### config.mk
export PLATFORM = sky130hd
export DESIGN_NAME = gpiop_top
export DESIGN_NICKNAME = d
export VERILOG_FILES = /design/src/core/gpiop_pkg.sv /design/src/core/gpiop_pin_if.sv /design/src/core/gpiop_top.sv /design/src/core/gpiop_pin.sv
export SDC_FILE = /design/constraint.sdc
export NUM_CORES = 1
export LEC_CHECK = 0
export BUFFER_PORTS_ARGS = -buffer_cell sky130_fd_sc_hd__buf_2
export CORE_ASPECT_RATIO = 0.9
export CORE_MARGIN = 8
export CORE_UTILIZATION = 53
export CTS_BUF_LIST = sky130_fd_sc_hd__clkbuf_4
export CTS_CLUSTER_DIAMETER = 60
export DETAILED_ROUTE_END_ITERATION = 16
export GPL_TIMING_DRIVEN = 0
export PLACE_DENSITY_LB_ADDON = 0.05
export SYNTH_ARGS = -nofsm -noshare
export SYNTH_HDL_FRONTEND = slang
export SYNTH_SLANG_ARGS = --single-unit
export TNS_END_PERCENT = 10
### constraint.sdc
create_clock -name clk_i -period 2.8 [get_ports clk_i]
set_input_delay 0.28 -clock clk_i [delete_from_list [all_inputs] [get_ports clk_i]]
set_output_delay 0.28 -clock clk_i [all_outputs]
set_load 0.005 [all_outputs]
### src/core/gpiop_pkg.sv
// Overview of operation
// - Up to five ports, count set per variant.
// - Each port: direction, pin-level, drive registers.
// - Pin-level read returns actual pin levels.
// - Drive register read returns latched drive value.
// - Enabled peripheral takes the pin from GPIO.
// - Input active at direction 0 and 1; analog disables it.
// - Direction 0 drives latch; analog leaves output.
// - Analog selected after reset; output unaffected.
// - Reference output disables digital in and out.
// - Any analog function disables that pin's input.
// - Bandgap output only when control bit 4 set.
// - Don't-care functions override the direction bit.
// - Remap pin: input at 1, peripheral output at 0.
// - Address-seven pin: output at 0, input at 1.
package gpiop_pkg;
   // =========================================================
   // Register map: each port takes a block of four words.
   // =========================================================
   localparam int          GPIOP_PORTS_MAX   = 5;
   localparam int          GPIOP_WIDTH       = 8;
   localparam logic [7:0]  GPIOP_OFF_DIR     = 8'h00;
   localparam logic [7:0]  GPIOP_OFF_LEVEL   = 8'h04;
   localparam logic [7:0]  GPIOP_OFF_DRIVE   = 8'h08;
   localparam logic [7:0]  GPIOP_OFF_ANSEL   = 8'h0C;
   localparam logic [7:0]  GPIOP_PORT_STRIDE = 8'h10;
   localparam logic [7:0]  GPIOP_OFF_FUNC    = 8'h50;
   localparam logic [7:0]  GPIOP_OFF_WDCTL   = 8'h54;
   localparam logic [7:0]  GPIOP_DIR_RESET   = 8'hFF;
   localparam logic [7:0]  GPIOP_ANSEL_RESET = 8'hFF;
   // Function enable bits (special pins are port 0 bits 0..2).
   localparam int          GPIOP_FN_REMAP0   = 0;
   localparam int          GPIOP_FN_REMAP1   = 1;
   localparam int          GPIOP_FN_HADDR6   = 2;
   localparam int          GPIOP_FN_HADDR7   = 3;
   localparam int          GPIOP_FN_CMPREF   = 4;
   localparam int          GPIOP_FN_WIDTH    = 5;
   localparam int          GPIOP_WD_BGOE     = 4;
   localparam int          GPIOP_PIN_ZERO    = 0;
   localparam int          GPIOP_PIN_ONE     = 1;
   localparam int          GPIOP_PIN_TWO     = 2;
endpackage

### src/core/gpiop_pin_if.sv
`timescale 1ns/10ps
interface gpiop_pin_if;
   logic dir;
   logic drive;
   logic analog;
   logic pin_in;
   logic ovr_en;
   logic ovr_oe;
   logic ovr_out;
   logic in_kill;
   logic pad_o;
   logic pad_oe;
   logic din;
   modport port (input dir, drive, analog, pin_in, ovr_en, ovr_oe, ovr_out, in_kill,
                 output pad_o, pad_oe, din);
   modport ctrl (output dir, drive, analog, pin_in, ovr_en, ovr_oe, ovr_out, in_kill,
                 input pad_o, pad_oe, din);
endinterface

### src/core/gpiop_top.sv
// Register access over Wishbone and the placing of the registers were chosen for this implementation.
`timescale 1ns/10ps
module gpiop_top #(
   parameter int PORTS = gpiop_pkg::GPIOP_PORTS_MAX
) (
   input  wire logic                                          clk_i,
   input  wire logic                                          rst_i,
   input  wire logic                                          ce_i,
   input  wire logic [7:0]                                    wb_adr_i,
   input  wire logic [31:0]                                   wb_dat_i,
   input  wire logic [3:0]                                    wb_sel_i,
   input  wire logic                                          wb_we_i,
   input  wire logic                                          wb_cyc_i,
   input  wire logic                                          wb_stb_i,
   output logic      [31:0]                                   wb_dat_o,
   output logic                                               wb_ack_o,
   input  wire logic [PORTS*gpiop_pkg::GPIOP_WIDTH-1:0]       pin_i,
   output logic      [PORTS*gpiop_pkg::GPIOP_WIDTH-1:0]       pin_o,
   output logic      [PORTS*gpiop_pkg::GPIOP_WIDTH-1:0]       pin_oe_o,
   input  wire logic                                          remap_pin_zero_out_i,
   input  wire logic                                          remap_pin_one_out_i,
   output logic                                               remap_pin_zero_in_o,
   output logic                                               remap_pin_one_in_o,
   input  wire logic                                          host_port_addr_six_out_i,
   input  wire logic                                          host_port_addr_six_oe_i,
   output logic                                               host_port_addr_six_in_o,
   input  wire logic                                          host_port_addr_seven_out_i,
   output logic                                               host_port_addr_seven_in_o,
   output logic                                               bandgap_drive_o
);
   import gpiop_pkg::*;

   localparam int N = PORTS * GPIOP_WIDTH;

   // =========================================================
   // State.
   // =========================================================
   typedef struct packed {
      logic [N-1:0]              dir;
      logic [N-1:0]              drive;
      logic [N-1:0]              ansel;
      logic [GPIOP_FN_WIDTH-1:0] func;
      logic [7:0]                wdctl;
      logic [N-1:0]              pin_out;
      logic [N-1:0]              pin_oe;
      logic [N-1:0]              level;
      logic                      rp0_in;
      logic                      rp1_in;
      logic                      ha6_in;
      logic                      ha7_in;
      logic                      bg;
      logic [31:0]               rdat;
      logic                      ack;
   } gpiop_state_t;

   gpiop_state_t s_q;
   gpiop_state_t s_d;

   logic [N-1:0] pad_o_w;
   logic [N-1:0] pad_oe_w;
   logic [N-1:0] din_w;

   // =========================================================
   // Pin muxes.
   // =========================================================
   for (genvar i = 0; i < N; i++) begin : g_pin
      gpiop_pin_if pif ();
      logic ovr_en;
      logic ovr_oe;
      logic ovr_out;
      logic kill;
      always_comb begin
         ovr_en  = 1'b0;
         ovr_oe  = 1'b0;
         ovr_out = 1'b0;
         kill    = 1'b0;
         if (i == GPIOP_PIN_ZERO) begin
            if (s_q.func[GPIOP_FN_HADDR6]) begin
               ovr_en  = 1'b1;
               ovr_oe  = host_port_addr_six_oe_i;
               ovr_out = host_port_addr_six_out_i;
            end else if (s_q.func[GPIOP_FN_REMAP0]) begin
               ovr_en  = 1'b1;
               ovr_oe  = ~s_q.dir[i];
               ovr_out = remap_pin_zero_out_i;
            end
         end else if (i == GPIOP_PIN_ONE) begin
            if (s_q.wdctl[GPIOP_WD_BGOE]) begin
               ovr_en  = 1'b1;
               kill    = 1'b1;
            end else if (s_q.func[GPIOP_FN_HADDR7]) begin
               ovr_en  = 1'b1;
               ovr_oe  = ~s_q.dir[i];
               ovr_out = host_port_addr_seven_out_i;
            end else if (s_q.func[GPIOP_FN_REMAP1]) begin
               ovr_en  = 1'b1;
               ovr_oe  = ~s_q.dir[i];
               ovr_out = remap_pin_one_out_i;
            end
         end else if (i == GPIOP_PIN_TWO) begin
            if (s_q.func[GPIOP_FN_CMPREF]) begin
               ovr_en  = 1'b1;
               kill    = 1'b1;
            end
         end
      end
      assign pif.dir     = s_q.dir[i];
      assign pif.drive   = s_q.drive[i];
      assign pif.analog  = s_q.ansel[i];
      assign pif.pin_in  = pin_i[i];
      assign pif.ovr_en  = ovr_en;
      assign pif.ovr_oe  = ovr_oe;
      assign pif.ovr_out = ovr_out;
      assign pif.in_kill = kill;
      assign pad_o_w[i]  = pif.pad_o;
      assign pad_oe_w[i] = pif.pad_oe;
      assign din_w[i]    = pif.din;
      gpiop_pin u_pin (
         .p (pif.port)
      );
   end

   // =========================================================
   // Bus decode and next state.
   // =========================================================
   logic [7:0] port_idx;
   logic [7:0] reg_off;
   logic       hit;

   always_comb begin
      s_d      = s_q;
      port_idx = wb_adr_i / GPIOP_PORT_STRIDE;
      reg_off  = wb_adr_i % GPIOP_PORT_STRIDE;
      hit      = wb_cyc_i & wb_stb_i & ~s_q.ack;
      // Pins are sampled every cycle that ce_i is high, so a level read sees one cycle of latency.
      s_d.level   = din_w;
      s_d.pin_out = pad_o_w;
      s_d.pin_oe  = pad_oe_w;
      s_d.rp0_in  = din_w[GPIOP_PIN_ZERO];
      s_d.rp1_in  = din_w[GPIOP_PIN_ONE];
      s_d.ha6_in  = din_w[GPIOP_PIN_ZERO];
      s_d.ha7_in  = din_w[GPIOP_PIN_ONE];
      s_d.bg      = s_q.wdctl[GPIOP_WD_BGOE];
      s_d.ack     = hit;
      s_d.rdat    = 32'h0000_0000;
      if (hit) begin
         if (port_idx < 8'(PORTS)) begin
            if (reg_off == GPIOP_OFF_DIR) begin
               s_d.rdat[7:0] = s_q.dir[port_idx*GPIOP_WIDTH +: GPIOP_WIDTH];
               if (wb_we_i && wb_sel_i[0]) begin
                  s_d.dir[port_idx*GPIOP_WIDTH +: GPIOP_WIDTH] = wb_dat_i[7:0];
               end
            end else if (reg_off == GPIOP_OFF_LEVEL) begin
               s_d.rdat[7:0] = s_q.level[port_idx*GPIOP_WIDTH +: GPIOP_WIDTH];
               if (wb_we_i && wb_sel_i[0]) begin
                  s_d.drive[port_idx*GPIOP_WIDTH +: GPIOP_WIDTH] = wb_dat_i[7:0];
               end
            end else if (reg_off == GPIOP_OFF_DRIVE) begin
               s_d.rdat[7:0] = s_q.drive[port_idx*GPIOP_WIDTH +: GPIOP_WIDTH];
               if (wb_we_i && wb_sel_i[0]) begin
                  s_d.drive[port_idx*GPIOP_WIDTH +: GPIOP_WIDTH] = wb_dat_i[7:0];
               end
            end else if (reg_off == GPIOP_OFF_ANSEL) begin
               s_d.rdat[7:0] = s_q.ansel[port_idx*GPIOP_WIDTH +: GPIOP_WIDTH];
               if (wb_we_i && wb_sel_i[0]) begin
                  s_d.ansel[port_idx*GPIOP_WIDTH +: GPIOP_WIDTH] = wb_dat_i[7:0];
               end
            end
         end else if (wb_adr_i == GPIOP_OFF_FUNC) begin
            s_d.rdat[GPIOP_FN_WIDTH-1:0] = s_q.func;
            if (wb_we_i && wb_sel_i[0]) begin
               s_d.func = wb_dat_i[GPIOP_FN_WIDTH-1:0];
            end
         end else if (wb_adr_i == GPIOP_OFF_WDCTL) begin
            s_d.rdat[7:0] = s_q.wdctl;
            if (wb_we_i && wb_sel_i[0]) begin
               s_d.wdctl = wb_dat_i[7:0];
            end
         end
      end
   end

   always_ff @(posedge clk_i) begin
      if (rst_i) begin
         s_q       <= '0;
         s_q.dir   <= {PORTS{GPIOP_DIR_RESET}};
         s_q.ansel <= {PORTS{GPIOP_ANSEL_RESET}};
      end else if (ce_i) begin
         s_q <= s_d;
      end
   end

   assign wb_dat_o                  = s_q.rdat;
   assign wb_ack_o                  = s_q.ack;
   assign pin_o                     = s_q.pin_out;
   assign pin_oe_o                  = s_q.pin_oe;
   assign remap_pin_zero_in_o       = s_q.rp0_in;
   assign remap_pin_one_in_o        = s_q.rp1_in;
   assign host_port_addr_six_in_o   = s_q.ha6_in;
   assign host_port_addr_seven_in_o = s_q.ha7_in;
   assign bandgap_drive_o           = s_q.bg;
endmodule

### src/core/gpiop_pin.sv
`timescale 1ns/10ps
module gpiop_pin (
   gpiop_pin_if.port p
);
   import gpiop_pkg::*;
   // A peripheral override decides direction itself; otherwise 0 means output.
   always_comb begin
      if (p.ovr_en) begin
         p.pad_oe = p.ovr_oe;
         p.pad_o  = p.ovr_out;
      end else begin
         p.pad_oe = ~p.dir;
         p.pad_o  = p.drive;
      end
      // The input buffer is gated off under analog use so that the level reads zero.
      p.din = p.pin_in & ~p.analog & ~p.in_kill;
   end
endmodule

# --- After elaboration in Yosys (flattened, before gate mapping) ---
# Cells that the tools add are included.
# W data, S select, Z words.
word_totals:
  reg_bits: 265
  input_bits: 95
  elab_cells: 204
  out_inout_bits: 118
op_classes:
  magnitude_cmp: 1
  addsub: 1
  n_eq_ne: 5
  n_shift: 6
  n_reduce_logical: 8
  bitwise: 132
  n_mux: 38
op_table:
  columns: ["op", "count"]
  rows:
  - ["$shiftx A40 B8 Y8", 4]
  - ["$bwmux W40", 3]
  - ["$mux W40", 3]
  - ["$not A1 Y1", 88]
  - ["$mux W8", 7]
  - ["$and A1 B1 Y1", 44]
  - ["$shift A8 B34 Y40 const A", 1]
  - ["$shiftx A8 B34 Y40", 1]
  - ["$neg A7 Y34", 1]
  - ["$mux W1", 23]
  - ["$eq A8 B7 Y1 const B", 2]
  - ["$reduce_and A5 Y1", 3]
  - ["$eq A4 B4 Y1 const B", 2]
  - ["$logic_not A8 Y1", 1]
  - ["$reduce_and A8 Y1", 1]
  - ["$reduce_and A6 Y1", 1]
  - ["$mux W5", 1]
  - ["$eq A4 B3 Y1 const B", 1]
  - ["$lt A4 B3 Y1 const B", 1]
  - ["$mux W3", 1]
  - ["$reduce_bool A2 Y1", 1]
  - ["$logic_and A1 B1 Y1", 1]

# --- Logic depth before layout (Yosys ltp) ---
# Gate-level depths: netlist of run 1.
logic_depth:
  depth_word: 7
  depth_mapped: 12
  depth_no_buf: 7

# --- Modules after synthesis ---
# From an unflattened synthesis of run 1, not the netlist that was laid out.
hier_totals:
  cells_unflattened: 1558
  area_unflattened_um2: 13853.3
modules_own_cells:
  columns: ["mod", "cells_per_inst", "seq_area_each_um2", "n_inst", "area_per_inst_um2"]
  rows:
  - ["gpiop_top", 1398, 5265.0, 1, 12602.1]
  - ["gpiop_pin", 4, 0.0, 40, 31.3]

# --- Worst setup path before layout of run 1 ---
# No wires, ideal clock.
synth_path:
  path_kind: "input to register"
  from: "in wb_adr_i[4]"
  to: "reg g_pin[32].pif.dir (netlist name)"
  path_buffers: 4
  setup_slack_ns: 0.017
  required_ns: 2.680
  cell_stages: 10
  setup_ns: 0.120
  arrival_time_ns: 2.664
  cell_sequence: "buf_2 buf_2 buf_2 nor3_1 ha_1 inv_1 nor4_2 o2111ai_2 clkbuf_1 a211o_1"
synth_via:
  elab_chain_cells: 3
  elab_cells_between_ends: 6
  cone_classes: "1 x add/sub; 1 x order compare; 2 x shift; 1 x mux; 1 x reduce/logical"
synth_rtl:
  columns: ["item", "line_no", "source"]
  rows:
  - ["from (decl)", "gpiop_top.sv:9", "input wire logic [7:0] wb_adr_i,"]
  - ["$neg A7 Y34", "gpiop_top.sv:151", "s_d.dir[port_idx*GPIOP_WIDTH +: GPIOP_WIDTH] = wb_dat_i[7:0];"]
  - ["$shiftx A8 B34 Y40 / $shift A8 B34 Y40 (equally long branches)", "gpiop_top.sv:151", null]
  - ["$bwmux W40", "gpiop_top.sv:151", null]
# Several ways; a longest one is shown, not always the timed one.
# A chain may end at the register's enable or synchronous reset.

# --- Final worst setup path of run 1 ---
layout_path:
  from: "in wb_adr_i[4]"
  to: "reg g_pin[32].pif.dir (netlist name)"
layout_via:
  elab_chain_cells: 3
  elab_cells_between_ends: 6
  cone_classes: "1 x add/sub; 1 x order compare; 2 x shift; 1 x mux; 1 x reduce/logical"
layout_rtl:
  columns: ["item", "line_no"]
  rows:
  - ["$neg A7 Y34", "gpiop_top.sv:151"]
  - ["$shiftx A8 B34 Y40 / $shift A8 B34 Y40 (equally long branches)", "gpiop_top.sv:151"]
  - ["$bwmux W40", "gpiop_top.sv:151"]
# Several ways; a longest one is shown, not always the timed one.

==> impl_metrics.env, run 1 <==
export IMPL_hold_viol=0
export IMPL_ys_types=51
export IMPL_nFillCells=2037
export IMPL_synthFlopType="dfxtp_1"
export IMPL_rsz0062_at_grt="true"
export IMPL_synthCells=1392
export IMPL_path_clk_slew_ns=0.06
export IMPL_p_total_w=0.00799
export IMPL_worstReg2RegEnd="g_pin[3].pif.analog"
export IMPL_synth_edff_count=0
export IMPL_p_leak_nw=6.18
export IMPL_drtIter0Drc=1393
export IMPL_chipHeight_um=160
export IMPL_num_vias=11670
export IMPL_remaining_drc_errors=0
export IMPL_io_pins=213
export IMPL_grt_usage=0.298
export IMPL_startpoint="wb_adr_i[4]"
export IMPL_insertion_delay_ns=0.68
export IMPL_synth_seq_area_share=0.432
export IMPL_cts_max_path_buffers=3
export IMPL_avgSynthCellArea_um2=8.75
export IMPL_most_common_layout_cells="263 x dfxtp_1, 174 x buf_2, 172 x nor2_1"
export IMPL_finalWirelength_um=43500
export IMPL_syn2layout_area_growth_pct=22.3
export IMPL_dp_cells=1872
export IMPL_synth_top_family_by_area="compound AO/OA/AOI/OAI gates"
export IMPL_r2r_start="wb_ack_o"
export IMPL_yosys_warnings=0
export IMPL_reg2reg_depth=6
export IMPL_grt_pass1_vias=10788
export IMPL_synth_xor_area_frac=0.00144
export IMPL_start_kind="input pin"
export IMPL_whs_path_depth=5
export IMPL_ys_ff_latch=263
export IMPL_finalCriticalPeriod_ns=2.80
export IMPL_max_freq_mhz=357
export IMPL_layout_setup_ws_ns=-0.00403
export IMPL_status="finished, violations left"
export IMPL_async_flop_share=0
export IMPL_drive_above_1_share=0.259
export IMPL_fp_dieArea_mm2=0.0281
export IMPL_finalClockSkew_ns=0.0283
export IMPL_worstPathMaxFanout=10
export IMPL_holdPathEnd="pin_o[0]"
export IMPL_cts_sinks=263
export IMPL_final_common_cell="dfxtp_1"
export IMPL_hp_class="in -> reg"
export IMPL_die_w_um=176
export IMPL_wl_per_cell_um=21.4
export IMPL_dp_hpwl_um=32000
export IMPL_ant_nets=0
export IMPL_hp_start="host_port_addr_six_out_i"
export IMPL_portBuffers=160
export IMPL_grt_ovfl_total=0
export IMPL_slew_violations=0
export IMPL_maxCapViolations=0
export IMPL_layout_nets=1792
export IMPL_vdd_drop_max_mv=0.346
export IMPL_endpoint_kind="flip-flop"
export IMPL_post_route_util=0.662
export IMPL_first_pass_iters=8
export IMPL_yosys_area_share_simple=0.173
export IMPL_cts_root_buf="clkbuf_4"
export IMPL_cts_tree="done"
export IMPL_grt_pass1_wl_um=64400
export IMPL_slew_headroom=0.238
export IMPL_violations="setup timing"
export IMPL_worst_pin_slew_ns=1.14
export IMPL_reg2reg_slack_ns=0.15
export IMPL_core_mm2=0.0225
export IMPL_finalSetupTns_ns=-0.00890
export IMPL_antenna_found_initial=1
export IMPL_crit_type="in -> reg"
export IMPL_p_per_area_mw_per_mm2=536
export IMPL_start_util=0.541
export IMPL_muxShareOfSynthArea=0.103
export IMPL_setup_viol=4
export IMPL_finalCritPeriodShare=1.00
export IMPL_synth_compound_area_share=0.177
export IMPL_cp_required_ns=3.36
export IMPL_vias_per_cell=5.74
export IMPL_cp_arrival_ns=3.36
export IMPL_cts_buffers=70
export IMPL_final_cell_count_no_fill=2033
export IMPL_synthesis_area_mm2=0.0122
export IMPL_grt_max_degree=12
export IMPL_rows=52
export IMPL_gp_congestion=0.976
export IMPL_synth_fa_ha_area_frac=0.00513
export IMPL_h_tree_depth=3
[metrics by stage]
| step | setup slack (ns) | hold slack [ns] | instance area [µm²] |
|---|---|---|---|
| floorplan | 0.0167 | 0.431 | 12300 |
| global placement | -1.07 | 0.447 | 13400 |
| detailed placement | -1.07 | 0.450 | 13400 |
| CTS | 0.000181 | 0.000352 | 14800 |
| global route | -0.0620 | 0.00983 | 14900 |
| finish | -0.00403 | 0.0125 | 14900 |
[final cells by class]
| type | instances | area [µm²] | area share |
|---|---|---|---|
| multi-input cells | 919 | 5790 | 0.388 |
| flip-flops and latches | 263 | 5270 | 0.353 |
| plain buffers | 217 | 1280 | 0.0857 |
| repair buffers | 207 | 1260 | 0.0844 |
| clock buffers | 109 | 818 | 0.0549 |
| well taps | 297 | 372 | 0.0249 |
| clock inverters | 6 | 75.1 | 0.00504 |
| inverters | 14 | 52.6 | 0.00352 |
| diodes | 1 | 2.50 | 0.000168 |
[power by group]
group          switching [W]  internal [W]
Combinational       0.000457      0.000260
Sequential         0.0000141       0.00377
Clock                0.00156       0.00193
[per-layer routing]
layer	up-vias	track usage	wire length, µm
met1	5446	0.418	19500
li1	5463	-	-
met5	-	0	0
met4	0	0.119	1620
met3	99	0.0780	4590
met2	662	0.424	17800
[Yosys cell counts, types with 2 or more instances]
cell type    n  area share
o41ai_1      8      0.0057
and3_1      17      0.0087
nand4_1      7      0.0036
and4_1       5      0.0036
a211oi_1    49       0.030
o221ai_1     7      0.0050
buf_2       15      0.0062
o2111ai_1    2      0.0014
xor2_1       2      0.0014
nor3_1       3      0.0012
a22oi_1      5      0.0031
nor3_4       2      0.0027
dfxtp_1    263        0.43
nor4b_1      3      0.0022
o22ai_1     10      0.0051
clkbuf_1    72       0.022
nand3_1     51       0.021
o2111a_1     2      0.0018
buf_4      114       0.070
mux2i_1    110       0.090
nor4_1       6      0.0031
nor2_1     172       0.053
nor2b_1      3      0.0015
inv_1       13      0.0040
nand3b_1    39       0.024
a22o_1       3      0.0022
o2111ai_2    2      0.0025
ha_1         5      0.0051
buf_1       17      0.0052
a31oi_1      8      0.0041
nand2_1    128       0.039
a21oi_1    110       0.045
or2_2        2      0.0010
mux2_2      14       0.013
a211o_1     80       0.057
o21ai_0     28       0.011
[flip-flops by register name (all words and copies together) (netlist names)]
| register | flops |
|---|---|
| g_pin.pif.dir | 40 |
| s_d | 1 |
| bandgap_drive_o | 1 |
| pin_o | 40 |
| pin_oe_o | 40 |
| wb_ack_o | 1 |
| g_pin.pif.analog | 40 |
| s_q | 52 |
| g_pin.pif.drive | 40 |
| wb_dat_o | 8 |
[timing repair]
action | in CTS | in global routing
hold buffers | 41 | 1
gates resized for setup | 7 | 23
hold endpoints to repair | 41 | 1
endpoints found under the setup margin | 78 | 98
pin swaps | 1 | 2
setup buffers | 1 | 4
[worst max-delay path by stage]
stage                                    to  slack [ns]  cells past startpoint
final                     g_pin[32].pif.dir      -0.004                     11
after global routing      g_pin[38].pif.dir       -0.06                     11
after CTS                  g_pin[5].pif.dir      0.0002                     12
after detailed placement  g_pin[22].pif.dir       -1.07                     12
after global placement    g_pin[22].pif.dir       -1.07                     12
after floorplan           g_pin[32].pif.dir        0.02                     10
[worst max-delay path: stages]
cell	delay [ns]
buf_2	0.13
buf_2	0.27
clkbuf_4	0.29
buf_4	0.28
nor3_1	0.08
ha_1	0.30
inv_1	0.20
nor4_4	0.48
o2111ai_2	0.39
clkbuf_2	0.33
a211o_1	0.32
[cell families after synthesis]
| kind of cell | Yosys count |
|---|---|
| buffers and inverters | 233 |
| multiplexers | 124 |
| flip-flops | 263 |
| AND/OR/NAND/NOR | 448 |
| AO/OA/AOI/OAI | 316 |
| adder cells (fa/ha/maj) | 5 |
| XOR/XNOR | 2 |
| other | 1 |
No activity file was read; power rests on OpenSTA's default activity.
==> run 2, diff against run 1 <==
--- a/config.mk
+++ b/config.mk
@@ -7,7 +7,7 @@
 export LEC_CHECK = 0
 export BUFFER_PORTS_ARGS = -buffer_cell sky130_fd_sc_hd__buf_2
 export CORE_ASPECT_RATIO = 0.9
-export CORE_MARGIN = 8
+export CORE_MARGIN = 3
 export CORE_UTILIZATION = 53
 export CTS_BUF_LIST = sky130_fd_sc_hd__clkbuf_4
 export CTS_CLUSTER_DIAMETER = 60
@@ -17,4 +17,4 @@
 export SYNTH_ARGS = -nofsm -noshare
 export SYNTH_HDL_FRONTEND = slang
 export SYNTH_SLANG_ARGS = --single-unit
-export TNS_END_PERCENT = 10
+export TNS_END_PERCENT = 20
==> run 2 against run 1 <==
Effect of this change: the flow now finishes without violations; final area decreased by 0.44%; via count is 0.38% higher; sequential cell count did not move; sequential share of layout area rose by 0.15 points; wire length fell by 2.0%; hold slack improved by 0.017 ns; total power fell by 3.3%; global-route usage up 3.1 points; sequential power barely moved; die area shrank 12%.
==> impl_metrics.env, run 2 (synthesis results as in run 1) <==
export IMPL_fp_dieArea_mm2=0.0249
export IMPL_nFillCells=1915
export IMPL_portBuffers=160
export IMPL_h_tree_depth=3
export IMPL_path_clk_slew_ns=0.06
export IMPL_cts_root_buf="clkbuf_4"
export IMPL_chipHeight_um=150
export IMPL_drive_above_1_share=0.254
export IMPL_layout_nets=1793
export IMPL_wl_per_cell_um=21.1
export IMPL_vdd_drop_max_mv=0.307
export IMPL_final_cell_area_mm2=0.0148
export IMPL_cts_sinks=263
export IMPL_first_pass_iters=7
export IMPL_start_util=0.550
export IMPL_cts_buffers=69
export IMPL_grt_ovfl_total=0
export IMPL_cp_arrival_ns=3.28
export IMPL_remaining_drc_errors=0
export IMPL_p_per_area_mw_per_mm2=521
export IMPL_finalCritPeriodShare=0.981
export IMPL_grt_pass1_wl_um=62900
export IMPL_maxCapViolations=0
export IMPL_top_register="s_q"
export IMPL_dp_hpwl_um=30900
export IMPL_finalCriticalPeriod_ns=2.75
export IMPL_worst_pin_slew_ns=1.11
export IMPL_setup_viol=0
export IMPL_finalClockSkew_ns=0.0380
export IMPL_hp_class="in -> reg"
export IMPL_die_w_um=166
export IMPL_multi_input_area_mm2=0.00580
export IMPL_slew_violations=0
export IMPL_crit_type="in -> reg"
export IMPL_io_pins=213
export IMPL_cts_tree="done"
export IMPL_hold_viol=0
export IMPL_drtIter0Drc=1487
export IMPL_vias_per_cell=5.79
export IMPL_grt_usage=0.329
export IMPL_grt_pass1_vias=10796
export IMPL_largest_register_ff_count=52
export IMPL_hold_worst_slack_ns=0.0297
export IMPL_slew_headroom=0.257
export IMPL_rows=51
export IMPL_regArea_mm2=0.00527
export IMPL_cts_max_path_buffers=3
export IMPL_worstPathMaxFanout=10
export IMPL_grt_max_degree=12
export IMPL_place_area_mm2=0.0134
export IMPL_syn2layout_area_growth_pct=21.8
export IMPL_core_mm2=0.0221
export IMPL_endpoint_kind="flip-flop"
export IMPL_final_common_cell="dfxtp_1"
export IMPL_gp_congestion=0.963
export IMPL_most_common_layout_cells="263 x dfxtp_1, 171 x nor2_1, 171 x buf_2"
export IMPL_status="completed"
export IMPL_ant_nets=0
export IMPL_cp_required_ns=3.34
export IMPL_num_vias=11714
export IMPL_start_kind="input pin"
export IMPL_insertion_delay_ns=0.67
export IMPL_p_leak_nw=6.13
export IMPL_rsz0062_at_grt="true"
export IMPL_max_freq_mhz=364
export IMPL_finalWirelength_um=42600
export IMPL_antenna_found_initial=3
==> run 2: changes by cell type in the layout (fill, tap and decap cells not counted), sizes merged <==
cell / previous run / this run
inv: 16 / 15
diode: 1 / 3
clkbuf: 181 / 170
clkinvlp: 0 / 1
buf: 310 / 309
clkinv: 2 / 9
dlygate4sd3: 42 / 43
bufinv: 2 / 1
==> run 2: power by group <==
part / total [W] / switching (W) / internal [W]
Clock: 0.00323 / 0.00157 / 0.00166
Combinational: 0.000718 / 0.000456 / 0.000262
Sequential: 0.00378 / 0.0000143 / 0.00377
Total: 0.00773 / 0.00204 / 0.00569
==> run 2: layout make-up <==
type	count	share of cell area
Buffer	217	0.0861
Clock buffer	96	0.0486
Multi-Input combinational cell	919	0.391
Tap cell	291	0.0245
Sequential cell	263	0.355
Clock inverter	12	0.00523
Antenna cell	3	0.000506
Inverter	14	0.00354
Timing Repair Buffer	209	0.0860
==> run 2: worst max-delay path: stages <==
cell and delay (ns):
buf_2 0.14, clkbuf_4 0.21, clkbuf_4 0.22, buf_4 0.23, nor3_1 0.21, ha_1 0.27, inv_1 0.37, and4_2 0.45
o2111ai_4 0.25, clkbuf_1 0.29, a211o_1 0.35
==> run 2: worst paths after layout <==
| path | slack, ns | from | cells after the start | to |
|---|---|---|---|---|
| setup / recovery | 0.05 | wb_adr_i[4] | 11 | g_pin[5].pif.dir |
| hold / removal | 0.03 | wb_dat_i[6] | 3 | g_pin[38].pif.analog |
| setup reg to reg | 0.24 | wb_ack_o | 6 | g_pin[3].pif.analog |
| hold reg to reg | 0.46 | s_q[66] | 2 | s_q[66] |
==> run 2: what timing repair did <==
action	4_1_cts	5_1_grt
pin swaps	1	3
resized for setup	7	25
hold endpoints to repair	43	0
hold buffers	43	0
buffers inserted	1	5
setup endpoints to repair	80	121
gates cloned	0	0
==> run 2: routing by layer <==
metal	vias to the layer above	part of all wire	track usage
li1	5448	-	-
met1	5499	0.43	0.464
met2	670	0.42	0.482
met3	97	0.11	0.0827
met4	0	0.035	0.134
met5	-	0	0
==> run 2: stage by stage <==
step	power, W	utilization	worst slack [ns]	cells	setup TNS, ns
after floorplan	0.00423	-	0.0167	1415	0
after global placement	0.00449	0.607	-1.05	1866	-92.53
after detailed placement	0.00449	0.607	-0.982	1866	-91.27
after CTS	0.00771	0.665	0.0222	2018	0
after global routing	0.00796	0.670	-0.0366	2024	-0.339
final	0.00773	0.670	0.0526	2024	0
